==> src/hdl/pms_pkg.sv <==
// Package of constants and types for the power mode selector
//
// Contract
// - STOP with wait enable set enters wait mode, never a stop mode.
// - STOP with wait clear and halt enable set enters a stop mode.
// - Illegal STOP gives reset if illegal reset disable clear, else exception.
// - STOP may enter loose standby or partial power-down as programmed.
// - Regulation request bit puts regulator in standby without STOP.
// - Debug enable refuses standby and power-down; full regulation kept.
// - Partial power-down holds regulator standby and switches logic off.
// - No direct move from one low-power mode into another; the code moves low-power run into low-power wait or stop3 and back.
// - Regulation request clear, no STOP: clocks normal, power on.
// - Low-power run: low clock, bypassed external mode, loose regulator.
// - Wait: peripheral clocks on, processor clock off unless debug enabled.
// - Low-power wait: processor off, peripherals slow, loose regulator.
// - Debug clock may gate off, restored on background pin falling edge.
// - Debug enabled maps low-power run, wait, stop3, stop2 to full ones.
// - Stop2 exits only on reset or clock wakeup; others on interrupt.
// - Background pin fall in low-power run returns to run, clears status.
package pms_pkg;

  // ----------------------------------------
  // Register map
  // ----------------------------------------
  localparam logic [11:0] PMS_OFS_OPTION = 12'h000;
  localparam logic [11:0] PMS_OFS_CPUCTL = 12'h004;
  localparam logic [11:0] PMS_OFS_PWR1 = 12'h008;
  localparam logic [11:0] PMS_OFS_PWR2 = 12'h00c;
  localparam logic [11:0] PMS_OFS_DBGCFG = 12'h010;
  localparam logic [11:0] PMS_OFS_MODE = 12'h014;

  // Field positions
  localparam int PMS_B_WAIT_ON_HALT_ENABLE = 0;
  localparam int PMS_B_HALTE = 1;
  localparam int PMS_B_IRD = 0;
  localparam int PMS_B_LOW_VOLTAGE_DETECT_ENABLE = 0;
  localparam int PMS_B_LOW_VOLTAGE_DETECT_IN_HALT_ENABLE = 1;
  localparam int PMS_B_LPR = 0;
  localparam int PMS_B_PARTIAL_POWERDOWN_REQ = 1;
  localparam int PMS_B_REGULATOR_STANDBY_STATUS = 2;
  localparam int PMS_B_WAKE_TO_FULL_RUN_ON_IRQ = 3;
  localparam int PMS_B_ENDBG = 0;

  // Reset values
  localparam logic [31:0] PMS_RST_OPTION = 32'h0000_0002;
  localparam logic [31:0] PMS_RST_ZERO = 32'h0000_0000;
  localparam logic [31:0] PMS_RST_PWR1 = 32'h0000_0003;

  // Debug clock on-time after a pin fall, in cycles
  localparam int PMS_DBG_WAKE_CYC = 4;

  // ----------------------------------------
  // Types
  // ----------------------------------------
  typedef enum logic [6:0] {
    PMS_RUN    = 7'h01,
    PMS_LOW_POWER_RUN  = 7'h02,
    PMS_WAIT   = 7'h04,
    PMS_LOW_POWER_WAIT = 7'h08,
    PMS_STOP4  = 7'h10,
    PMS_STOP3  = 7'h20,
    PMS_STOP2  = 7'h40
  } pms_mode_e;

  // Control bits sampled when STOP completes
  typedef struct packed {
    logic wait_on_halt_enable;
    logic halte;
    logic illegal_reset_disable;
    logic endbg;
    logic lvd_on;
    logic low_power_regulation_req;
    logic partial_powerdown_req;
  } pms_ctl_s;

  // Gating outputs toward clocks and regulator
  typedef struct packed {
    logic cpu_clk_en;
    logic per_clk_en;
    logic per_clk_slow;
    logic mcg_bypassed_lowpower_external;
    logic reg_loose;
    logic sw_power_on;
  } pms_gate_s;

endpackage : pms_pkg

==> src/hdl/pms_sync.sv <==
// Two flip-flop synchroniser for pin inputs
`timescale 1ns/1ps
`default_nettype none
module pms_sync
  import pms_pkg::*;
#(
  parameter int W = 1
)
(
  // Clock and reset
  input wire logic clk,
  input wire logic rst,
  // Data
  input wire logic [W-1:0] d,
  output logic [W-1:0] q
);

  logic [W-1:0] s1_reg;
  logic [W-1:0] s2_reg;

  // First stage is read only by the second
  always_ff @(posedge clk)
  begin
    if (rst)
    begin
      s1_reg <= '0;
      s2_reg <= '0;
    end
    else
    begin
      s1_reg <= d;
      s2_reg <= s1_reg;
    end
  end

  assign q = s2_reg;

endmodule : pms_sync
`default_nettype wire

==> src/hdl/pms_gate.sv <==
// Clock and regulator gating decode from current mode
`timescale 1ns/1ps
`default_nettype none
module pms_gate
  import pms_pkg::*;
(
  // Mode in
  input wire pms_mode_e mode,
  input wire logic endbg,
  // Gate out
  output pms_gate_s gate
);

  // Pure decode; registered in the top
  always_comb
  begin
    gate = '0;
    gate.sw_power_on = 1'b1;
    unique case (mode)
      PMS_RUN:
      begin
        gate.cpu_clk_en = 1'b1;
        gate.per_clk_en = 1'b1;
      end
      PMS_LOW_POWER_RUN:
      begin
        gate.cpu_clk_en = 1'b1;
        gate.per_clk_en = 1'b1;
        gate.per_clk_slow = 1'b1;
        gate.mcg_bypassed_lowpower_external = 1'b1;
        gate.reg_loose = 1'b1;
      end
      PMS_WAIT:
      begin
        gate.cpu_clk_en = endbg;
        gate.per_clk_en = 1'b1;
      end
      PMS_LOW_POWER_WAIT:
      begin
        gate.per_clk_en = 1'b1;
        gate.per_clk_slow = 1'b1;
        gate.mcg_bypassed_lowpower_external = 1'b1;
        gate.reg_loose = 1'b1;
      end
      PMS_STOP4:
        gate.cpu_clk_en = endbg;
      PMS_STOP3:
      begin
        gate.mcg_bypassed_lowpower_external = 1'b1;
        gate.reg_loose = 1'b1;
      end
      PMS_STOP2:
      begin
        gate.reg_loose = 1'b1;
        gate.sw_power_on = 1'b0;
      end
      default:
        gate = '0;
    endcase
  end

endmodule : pms_gate
`default_nettype wire

==> src/hdl/pms_top.sv <==
// Power mode selector: STOP decode, regulator control, clock gating, APB
//
// The APB register port and the register offsets were left to the implementer.
`timescale 1ns/1ps
`default_nettype none
module pms_top
  import pms_pkg::*;
(
  // Clock and reset
  input wire logic MCLK,
  input wire logic SYS_RST,
  // APB slave
  input wire logic PSEL,
  input wire logic PENABLE,
  input wire logic PWRITE,
  input wire logic [11:0] PADDR,
  input wire logic [31:0] PWDATA,
  output logic [31:0] PRDATA,
  output logic PREADY,
  output logic PSLVERR,
  // Processor events
  input wire logic STOP_DONE,
  input wire logic IRQ,
  // Wakeup sources
  input wire logic RTC_WAKE,
  input wire logic EXT_RESET_N,
  input wire logic BKGD_PIN,
  // Outcomes
  output logic ILLEGAL_RESET,
  output logic ILLEGAL_EXC,
  // Gating
  output logic CPU_CLK_EN,
  output logic PER_CLK_EN,
  output logic PER_CLK_SLOW,
  output logic MCG_BYPASSED_LOWPOWER_EXTERNAL,
  output logic REG_LOOSE,
  output logic SW_POWER_ON,
  output logic DBG_CLK_EN
);

  // ----------------------------------------
  // Pin synchronisers
  // ----------------------------------------
  logic [2:0] pin_s;
  pms_sync #(.W(3)) u_sync (
    .clk(MCLK),
    .rst(SYS_RST),
    .d({RTC_WAKE, EXT_RESET_N, BKGD_PIN}),
    .q(pin_s)
  );
  logic rtc_s;
  logic extrst_n_s;
  logic bkgd_s;
  assign rtc_s = pin_s[2];
  assign extrst_n_s = pin_s[1];
  assign bkgd_s = pin_s[0];

  // ----------------------------------------
  // State
  // ----------------------------------------
  logic [1:0] option_reg, option_next;
  logic ird_reg, ird_next;
  logic [1:0] lvd_reg, lvd_next;
  logic lpr_reg, lpr_next;
  logic partial_powerdown_req_reg, partial_powerdown_req_next;
  logic regulator_standby_status_reg, regulator_standby_status_next;
  logic wake_to_full_run_on_irq_reg, wake_to_full_run_on_irq_next;
  logic endbg_reg, endbg_next;
  pms_mode_e mode_reg, mode_next;
  logic bkgd_d_reg;
  logic ill_rst_reg, ill_rst_next;
  logic ill_exc_reg, ill_exc_next;
  logic [31:0] prdata_reg, prdata_next;
  logic pslverr_reg, pslverr_next;
  logic [2:0] dbg_cnt_reg, dbg_cnt_next;
  pms_gate_s gate_reg;
  pms_gate_s gate_c;
  pms_ctl_s smp;

  logic wr;
  logic rd;
  logic bkgd_fall;
  assign wr = PSEL && PENABLE && PWRITE;
  assign rd = PSEL && !PENABLE && !PWRITE; // Setup cycle, so data stands in access
  assign bkgd_fall = bkgd_d_reg && !bkgd_s;

  // Address decode, used by read and write
  function automatic logic hit(input logic [11:0] a);
    hit = (a == PMS_OFS_OPTION) || (a == PMS_OFS_CPUCTL) || (a == PMS_OFS_PWR1) ||
          (a == PMS_OFS_PWR2) || (a == PMS_OFS_DBGCFG) || (a == PMS_OFS_MODE);
  endfunction : hit

  function automatic logic is_lp(input pms_mode_e m);
    is_lp = (m != PMS_RUN);
  endfunction : is_lp

  // Snapshot of control bits at STOP completion
  always_comb
  begin
    smp.wait_on_halt_enable = option_reg[PMS_B_WAIT_ON_HALT_ENABLE];
    smp.halte = option_reg[PMS_B_HALTE];
    smp.illegal_reset_disable = ird_reg;
    smp.endbg = endbg_reg;
    smp.lvd_on = lvd_reg[PMS_B_LOW_VOLTAGE_DETECT_ENABLE] && lvd_reg[PMS_B_LOW_VOLTAGE_DETECT_IN_HALT_ENABLE];
    smp.low_power_regulation_req = lpr_reg;
    smp.partial_powerdown_req = partial_powerdown_req_reg;
  end

  // ----------------------------------------
  // Mode sequencer
  // ----------------------------------------
  always_comb
  begin
    mode_next = mode_reg;
    ill_rst_next = 1'b0;
    ill_exc_next = 1'b0;
    unique case (mode_reg)
      PMS_RUN, PMS_LOW_POWER_RUN:
      begin
        if (STOP_DONE)
        begin
          if (smp.wait_on_halt_enable)
            mode_next = (mode_reg == PMS_LOW_POWER_RUN && !smp.endbg) ? PMS_LOW_POWER_WAIT : PMS_WAIT;
          else if (smp.halte)
          begin
            if (smp.endbg || smp.lvd_on || (!smp.low_power_regulation_req && !smp.partial_powerdown_req))
              mode_next = PMS_STOP4;
            else if (smp.partial_powerdown_req && mode_reg == PMS_RUN)
              mode_next = PMS_STOP2;
            else if (mode_reg == PMS_LOW_POWER_RUN)
              mode_next = PMS_STOP3;
            else
              mode_next = PMS_STOP4;
          end
          else
          begin
            ill_rst_next = !smp.illegal_reset_disable;
            ill_exc_next = smp.illegal_reset_disable;
          end
        end
        else if (mode_reg == PMS_RUN && lpr_reg && !partial_powerdown_req_reg && !endbg_reg &&
                 !(lvd_reg[PMS_B_LOW_VOLTAGE_DETECT_ENABLE] && lvd_reg[PMS_B_LOW_VOLTAGE_DETECT_IN_HALT_ENABLE]))
          mode_next = PMS_LOW_POWER_RUN;
        else if (mode_reg == PMS_LOW_POWER_RUN && (!lpr_reg || endbg_reg || bkgd_fall ||
                 (IRQ && wake_to_full_run_on_irq_reg)))
          mode_next = PMS_RUN;
      end
      PMS_WAIT, PMS_STOP4:
        if (IRQ)
          mode_next = PMS_RUN;
      PMS_LOW_POWER_WAIT, PMS_STOP3:
        if (IRQ)
          mode_next = wake_to_full_run_on_irq_reg ? PMS_RUN : PMS_LOW_POWER_RUN;
      PMS_STOP2:
        if (rtc_s || !extrst_n_s)
          mode_next = PMS_RUN;
      default:
        mode_next = PMS_RUN;
    endcase
  end

  always_ff @(posedge MCLK)
  begin
    if (SYS_RST)
    begin
      mode_reg <= PMS_RUN;
      ill_rst_reg <= 1'b0;
      ill_exc_reg <= 1'b0;
      bkgd_d_reg <= 1'b0; // Matches the synchroniser's reset, so no false fall
    end
    else
    begin
      mode_reg <= mode_next;
      ill_rst_reg <= ill_rst_next;
      ill_exc_reg <= ill_exc_next;
      bkgd_d_reg <= bkgd_s;
    end
  end

  // ----------------------------------------
  // Registers and APB
  // ----------------------------------------
  always_comb
  begin
    option_next = option_reg;
    ird_next = ird_reg;
    lvd_next = lvd_reg;
    lpr_next = lpr_reg;
    partial_powerdown_req_next = partial_powerdown_req_reg;
    wake_to_full_run_on_irq_next = wake_to_full_run_on_irq_reg;
    endbg_next = endbg_reg;
    prdata_next = prdata_reg;
    pslverr_next = 1'b0;
    // Decode in the setup cycle so error and read data stand with PREADY
    if (PSEL && !PENABLE)
      pslverr_next = !hit(PADDR);
    if (wr)
    begin
      unique case (PADDR)
        PMS_OFS_OPTION: option_next = PWDATA[1:0];
        PMS_OFS_CPUCTL: ird_next = PWDATA[PMS_B_IRD];
        PMS_OFS_PWR1: lvd_next = PWDATA[1:0];
        PMS_OFS_PWR2:
        begin
          lpr_next = PWDATA[PMS_B_LPR];
          partial_powerdown_req_next = PWDATA[PMS_B_PARTIAL_POWERDOWN_REQ];
          wake_to_full_run_on_irq_next = PWDATA[PMS_B_WAKE_TO_FULL_RUN_ON_IRQ];
        end
        PMS_OFS_DBGCFG: endbg_next = PWDATA[PMS_B_ENDBG];
        default: pslverr_next = 1'b0; // Read-only and unmapped writes dropped
      endcase
    end
    // Leaving low-power run by pin or interrupt drops the request; a request write wins
    if (mode_reg == PMS_LOW_POWER_RUN && mode_next == PMS_RUN && !(wr && PADDR == PMS_OFS_PWR2))
      lpr_next = 1'b0;
    if (rd)
    begin
      unique case (PADDR)
        PMS_OFS_OPTION: prdata_next = {30'h0, option_reg};
        PMS_OFS_CPUCTL: prdata_next = {31'h0, ird_reg};
        PMS_OFS_PWR1: prdata_next = {30'h0, lvd_reg};
        PMS_OFS_PWR2: prdata_next = {28'h0, wake_to_full_run_on_irq_reg, regulator_standby_status_reg, partial_powerdown_req_reg, lpr_reg};
        PMS_OFS_DBGCFG: prdata_next = {31'h0, endbg_reg};
        PMS_OFS_MODE: prdata_next = {25'h0, mode_reg};
        default: prdata_next = 32'h0;
      endcase
    end
  end

  // Standby status: refused while debug holds full regulation
  always_comb
  begin
    regulator_standby_status_next = gate_c.reg_loose && !endbg_reg;
  end

  always_ff @(posedge MCLK)
  begin
    if (SYS_RST)
    begin
      option_reg <= PMS_RST_OPTION[1:0];
      ird_reg <= PMS_RST_ZERO[0];
      lvd_reg <= PMS_RST_PWR1[1:0];
      lpr_reg <= PMS_RST_ZERO[0];
      partial_powerdown_req_reg <= PMS_RST_ZERO[0];
      regulator_standby_status_reg <= PMS_RST_ZERO[0];
      wake_to_full_run_on_irq_reg <= PMS_RST_ZERO[0];
      endbg_reg <= PMS_RST_ZERO[0];
      prdata_reg <= PMS_RST_ZERO;
      pslverr_reg <= 1'b0;
    end
    else
    begin
      option_reg <= option_next;
      ird_reg <= ird_next;
      lvd_reg <= lvd_next;
      lpr_reg <= lpr_next;
      partial_powerdown_req_reg <= partial_powerdown_req_next;
      regulator_standby_status_reg <= regulator_standby_status_next;
      wake_to_full_run_on_irq_reg <= wake_to_full_run_on_irq_next;
      endbg_reg <= endbg_next;
      prdata_reg <= prdata_next;
      pslverr_reg <= pslverr_next;
    end
  end

  // ----------------------------------------
  // Gating and debug clock
  // ----------------------------------------
  pms_gate u_gate (
    .mode(mode_next),
    .endbg(endbg_reg),
    .gate(gate_c)
  );

  // Debug clock idles off, wakes for a few cycles on a pin fall
  always_comb
  begin
    dbg_cnt_next = dbg_cnt_reg;
    if (bkgd_fall)
      dbg_cnt_next = 3'(PMS_DBG_WAKE_CYC);
    else if (dbg_cnt_reg != 3'h0)
      dbg_cnt_next = dbg_cnt_reg - 3'h1;
  end

  always_ff @(posedge MCLK)
  begin
    if (SYS_RST)
    begin
      gate_reg <= '0;
      dbg_cnt_reg <= 3'h0;
    end
    else
    begin
      gate_reg <= gate_c;
      gate_reg.reg_loose <= gate_c.reg_loose && !endbg_reg;
      dbg_cnt_reg <= dbg_cnt_next;
    end
  end

  assign PRDATA = prdata_reg;
  assign PREADY = 1'b1;
  assign PSLVERR = pslverr_reg && PSEL && PENABLE;
  assign ILLEGAL_RESET = ill_rst_reg;
  assign ILLEGAL_EXC = ill_exc_reg;
  assign CPU_CLK_EN = gate_reg.cpu_clk_en;
  assign PER_CLK_EN = gate_reg.per_clk_en;
  assign PER_CLK_SLOW = gate_reg.per_clk_slow;
  assign MCG_BYPASSED_LOWPOWER_EXTERNAL = gate_reg.mcg_bypassed_lowpower_external;
  assign REG_LOOSE = gate_reg.reg_loose;
  assign SW_POWER_ON = gate_reg.sw_power_on;
  assign DBG_CLK_EN = endbg_reg || (dbg_cnt_reg != 3'h0);

  // ----------------------------------------
  // Assertions
  // ----------------------------------------
  property p_wait_entry;
    @(posedge MCLK) disable iff (SYS_RST)
    (STOP_DONE && mode_reg == PMS_RUN && option_reg[PMS_B_WAIT_ON_HALT_ENABLE]) |=> mode_reg == PMS_WAIT;
  endproperty
  a_wait_entry: assert property (p_wait_entry) else $error("wait not entered");

  property p_stop_entry;
    @(posedge MCLK) disable iff (SYS_RST)
    (STOP_DONE && !is_lp(mode_reg) && option_reg == 2'b10) |=>
      (mode_reg == PMS_STOP4 || mode_reg == PMS_STOP2);
  endproperty
  a_stop_entry: assert property (p_stop_entry) else $error("stop not entered");

  property p_illegal;
    @(posedge MCLK) disable iff (SYS_RST)
    (STOP_DONE && mode_reg == PMS_RUN && option_reg == 2'b00) |=>
      (ILLEGAL_RESET == !$past(ird_reg) && ILLEGAL_EXC == $past(ird_reg));
  endproperty
  a_illegal: assert property (p_illegal) else $error("illegal stop outcome wrong");

  property p_dbg_full;
    @(posedge MCLK) disable iff (SYS_RST)
    endbg_reg [*2] |-> !REG_LOOSE && mode_reg != PMS_STOP2;
  endproperty
  a_dbg_full: assert property (p_dbg_full) else $error("loose regulation under debug");

  property p_pd_off;
    @(posedge MCLK) disable iff (SYS_RST)
    (mode_reg == PMS_STOP2) |=> (!SW_POWER_ON && REG_LOOSE) || mode_reg != PMS_STOP2;
  endproperty
  a_pd_off: assert property (p_pd_off) else $error("power-down gating wrong");

  property p_wait_cpu;
    @(posedge MCLK) disable iff (SYS_RST)
    (mode_reg == PMS_WAIT && $stable(mode_reg)) |->
      PER_CLK_EN && CPU_CLK_EN == $past(endbg_reg);
  endproperty
  a_wait_cpu: assert property (p_wait_cpu) else $error("wait clocks wrong");

  property p_stop2_exit;
    @(posedge MCLK) disable iff (SYS_RST)
    (mode_reg == PMS_STOP2 && rtc_s == 1'b0 && extrst_n_s) |=> mode_reg == PMS_STOP2;
  endproperty
  a_stop2_exit: assert property (p_stop2_exit) else $error("stop2 left early");

  property p_bkgd_exit;
    @(posedge MCLK) disable iff (SYS_RST)
    (mode_reg == PMS_LOW_POWER_RUN && bkgd_fall && !STOP_DONE) |=> mode_reg == PMS_RUN ##1 !regulator_standby_status_reg;
  endproperty
  a_bkgd_exit: assert property (p_bkgd_exit) else $error("pin fall did not exit");

  property p_no_lp_hop;
    @(posedge MCLK) disable iff (SYS_RST)
    (mode_reg == PMS_STOP3) |=> mode_reg inside {PMS_STOP3, PMS_RUN, PMS_LOW_POWER_RUN};
  endproperty
  a_no_lp_hop: assert property (p_no_lp_hop) else $error("low-power hop");

  c_wait: cover property (@(posedge MCLK) mode_reg == PMS_WAIT);
  c_stop2: cover property (@(posedge MCLK) mode_reg == PMS_STOP2);
  c_low_power_wait: cover property (@(posedge MCLK) mode_reg == PMS_LOW_POWER_WAIT);
  c_illegal: cover property (@(posedge MCLK) ILLEGAL_RESET || ILLEGAL_EXC);

endmodule : pms_top
`default_nettype wire

==> config.mk <==
export PLATFORM = sky130hd
export DESIGN_NAME = pms_top
export DESIGN_NICKNAME = d
export VERILOG_FILES = /design/src/hdl/pms_pkg.sv /design/src/hdl/pms_sync.sv /design/src/hdl/pms_gate.sv /design/src/hdl/pms_top.sv
export SDC_FILE = /design/constraint.sdc
export NUM_CORES = 1
export LEC_CHECK = 0
export ABC_CLOCK_PERIOD_IN_PS = 2100
export BUFFER_PORTS_ARGS = -buffer_cell sky130_fd_sc_hd__buf_4
export CAP_MARGIN = 20
export CORE_UTILIZATION = 35
export CTS_CLUSTER_DIAMETER = 80
export CTS_CLUSTER_SIZE = 20
export DETAILED_ROUTE_END_ITERATION = 12
export GPL_TIMING_DRIVEN = 0
export SYNTH_ARGS = -nofsm -noshare
export SYNTH_HDL_FRONTEND = slang
export SYNTH_SLANG_ARGS = --single-unit
==> constraint.sdc <==
create_clock -name MCLK -period 2.1 [get_ports MCLK]
set_input_delay 0.315 -clock MCLK [delete_from_list [all_inputs] [get_ports MCLK]]
set_output_delay 0.315 -clock MCLK [all_outputs]
set_load 0.02 [all_outputs]
==> metrics.md <==
| Metric | Value |
|---|---|
| Outcome | complete, but fails checks |
| Failing checks | negative setup slack |
| Die width | roughly 85 µm |
| Comb pwr share | 23.2% |
| Iter 0 DRT Violations | 104 |
| Critical Path RT | 2.28 ns |
| R2r worst-path depth | 5 |
| Via density | about 5.1 |
| Clock transition at the registers of the reported paths | 0.08 ns |
| Register area share after synthesis | 34.7% |
| Slowest CP cell | or4_4 |
| Setup WS post-layout | -0.0774 ns |
| Reg2reg end | CPU_CLK_EN |
| Root Buffer | clkbuf_8 |
| Area delta synth->final | 28.3% |
| Final setup violation count | 2 |
| Top post-synthesis cells by area | dfxtp_1 35%, buf_4 8.0%, nor2b_1 4.6% |
| Hold Path Stages | 2 |
| Critical Path Max Stage Delay | 0.54 ns |
| IO Pins | 97 |
| # rows | 29 |
| Final Hold Vio Count | 0 |
| Design Area, Final | 3110 µm² |
| Total gr overflow | 0 |
| Sw Ratio | 29.7% |
| Antenna diodes | 0 |
| Crit path launch type | register |
| Crit share post-route | 104% |
| Yosys cell types | 57 |
| Clock sink count | 42 |
| Number of synthesized flops with an enable pin | 0 |
| Reg2reg start | mode_reg[4] |
| Synthesized flop and latch total | 42 |
| CP arrival | 2.36 ns |
| Clock H-tree levels | 2 |
| CP endpoint kind | register |
| Layout Skew | just under 0.005 ns |
| Cell Area, Placed | slightly below 3000 µm² |
| Hpwl dp | 4.46 mm |
| Final Util | 47.6% |
| Sequential share of power | 48.3% |
| Cells after Synth | 284 |
| Avg WL per Cell | 14.3 µm |
| Count leader, synth | dfxtp_1 |
| First-pass GRT wire length | ~9.7 mm |
| Most frequent cells after synthesis | 42 x dfxtp_1, 26 x buf_4, 18 x nor2_1, 18 x nor2b_1, 15 x clkbuf_1 |
| Final wirelength | roughly 6 mm |
| Post-DRT Antenna Nets | 0 |
| Die extent in y | 85.2 µm |
| Drt first pass iters | 4 |
| Final #Nets | 409 |
| Synth Warn # | 0 |
| Switching power of the nets | between 500 and 600 µW |
| CP Cell Sequence | or4_4, or4_4, a311oi_4, a211oi_2, mux2_1 |
| Hold buffer count at cts | 0 |
| Crit Path Max Fanout | 4 |
| Mapped Avg Cell Area | 8.54 µm² |
| Drt drc | 0 |
| Maximum vdd ir drop | 0.000235 V |
| GRT Total Usage | 17.3% |
| Synth area leader | dfxtp_1 |
| Hold Crit Start | PENABLE |
| Area fraction of the dominant cell type after synthesis | 34.7% |
| HP Class | in2reg |
| Total chip power | 1750 µW |
| Gpl congestion | 0.872 |
| Final min period | 2.18 ns |
| Vias in the first global route | 1929 |
| Vias | 2184 |
| Post-synth ARST share | 0% |
| Leak | ~0.0013 µW |
| Clock power frac | between 20 and 30% |
| Pwr dens | 562 nW/µm² |
| Prevailing post-synth register cell | dfxtp_1 |
| Number of CTS-inserted buffers | 5 |
| Rel. slew slack | 56.4% |
| Initial Utilization | 37.1% |
| Largest net degree at the start of global routing | 13 |
| IO Port Bufs | 38 |
| Worst skew pair latency | 0.29 ns |
| Worst Hold End | pslverr_reg |
| RSZ-0062 raised after global routing | yes |
| Pins Over Slew Limit | 0 |
| Post-Syn Area | about 2400 µm² |
| Actual slew at the worst max-slew pin | between 0.6 and 0.7 ns |
| CP delay by family, top | simple AND/OR/NAND/NOR gates |
| Reg2reg setup slack | -0.08 ns |
| CP dominant cell by count | or4_4 |
| Initial antenna violation count | 0 |
| CTS tree | yes |
| Internal Pwr Total | 1230 µW |
| Crit Path Category | reg2reg |
| Crit path buffers/inverters | 0 |
| Core ar. | between 6000 and 7000 µm² |
| # Max-Cap Violations | 0 |
| CTS max path bufs | 2 |
| Fmax | 459 MHz |
| Layout cells sized above 1 | 30.1% |
| Die area | 7270 µm² |
power groups by stage:
stage | combinational [µW] | sequential (µW) | clock, µW
floorplan | 277 | 863 | 0
global placement | 390 | 857 | 0
detailed placement | 389 | 857 | 0
CTS | 402 | 837 | 522
global route | 448 | 848 | 561
finish | 406 | 845 | 496
logic make-up (layout without fill, tap and decap cells):
group | Yosys count | after routing | share of synthesized area (%)
xor gates and xnor gates | 5 | 5 | 1.81
other | 2 | 26 | 0.310
muxes | 11 | 11 | 5.11
DFF | 42 | 42 | 34.7
AOI/OAI and AO/OA | 52 | 52 | 15.0
and+or+nand+nor | 117 | 117 | 29.2
buffers and inverters | 52 | 96 | 12.4
adders and majority gates | 3 | 3 | 1.55
cell type report:
type / count / area, µm²
Buffer: 38 / 246
Clock inverter: 2 / 10.0
Sequential cell: 42 / 847
Clock buffer: 5 / 68.8
Multi-Input combinational cell: 214 / 1490
Inverter: 9 / 33.8
Tap cell: 77 / 96.3
Fill cell: 653 / 3420
Timing Repair Buffer: 42 / 315
repair_timing:
item / CTS / global route
gates resized for setup: 11 / 19
pin swaps: 4 / 5
setup endpoints to repair: 6 / 23
gates cloned: 0 / 0
buffers inserted: 4 / 0
per-layer routing:
| metal | global-route usage, % | wire length [µm] |
|---|---|---|
| met1 | 22.6 | 2930 |
| met2 | 27.7 | 2840 |
| met3 | 4.28 | 322 |
| met4 | 6.16 | 61 |
| met5 | 0 | 0 |
worst reg2reg max path: stages, from the launching register on:
cell and delay, ns:
dfxtp_2 0.33, or4_4 0.54, or4_4 0.48, a311oi_4 0.32, a211oi_2 0.08, mux2_1 0.32
cells in the final DEF, fill, tap and decap left out, drive strengths merged, types with 6 or more instances in the layout:
cell,n
mux2i,9
nor2,18
nand2,13
buf,69
inv,9
nor3,6
a21oi,12
dfxtp,42
nor4,10
a211oi,8
nor2b,18
clkbuf,16
nand3,10
o21ai,9
nand2b,6
conb,26
worst max path at each step:
| stage | endpoint | from | depth (start not counted) |
|---|---|---|---|
| after detailed placement | PRDATA[1] | PADDR[9] | 6 |
| after CTS | CPU_CLK_EN | mode_reg[4] | 5 |
| after global placement | REG_LOOSE | mode_reg[1] | 5 |
| after floorplan | CPU_CLK_EN | mode_reg[5] | 6 |
| after global routing | CPU_CLK_EN | mode_reg[4] | 5 |
| final | CPU_CLK_EN | mode_reg[4] | 5 |
stage by stage:
step / setup WS [ns] / setup TNS, ns / hold slack, ns / std cells
after floorplan: -0.0103 / -0.0228 / 0.391 / 308
after global placement: -0.366 / -4.54 / 0.418 / 423
after detailed placement: -0.339 / -4.83 / 0.426 / 423
after CTS: -0.117 / -0.178 / 0.208 / 431
after global routing: -0.116 / -0.292 / 0.200 / 429
final: -0.0774 / -0.114 / 0.221 / 429
Note: power is estimated with default switching activity, not from simulation.
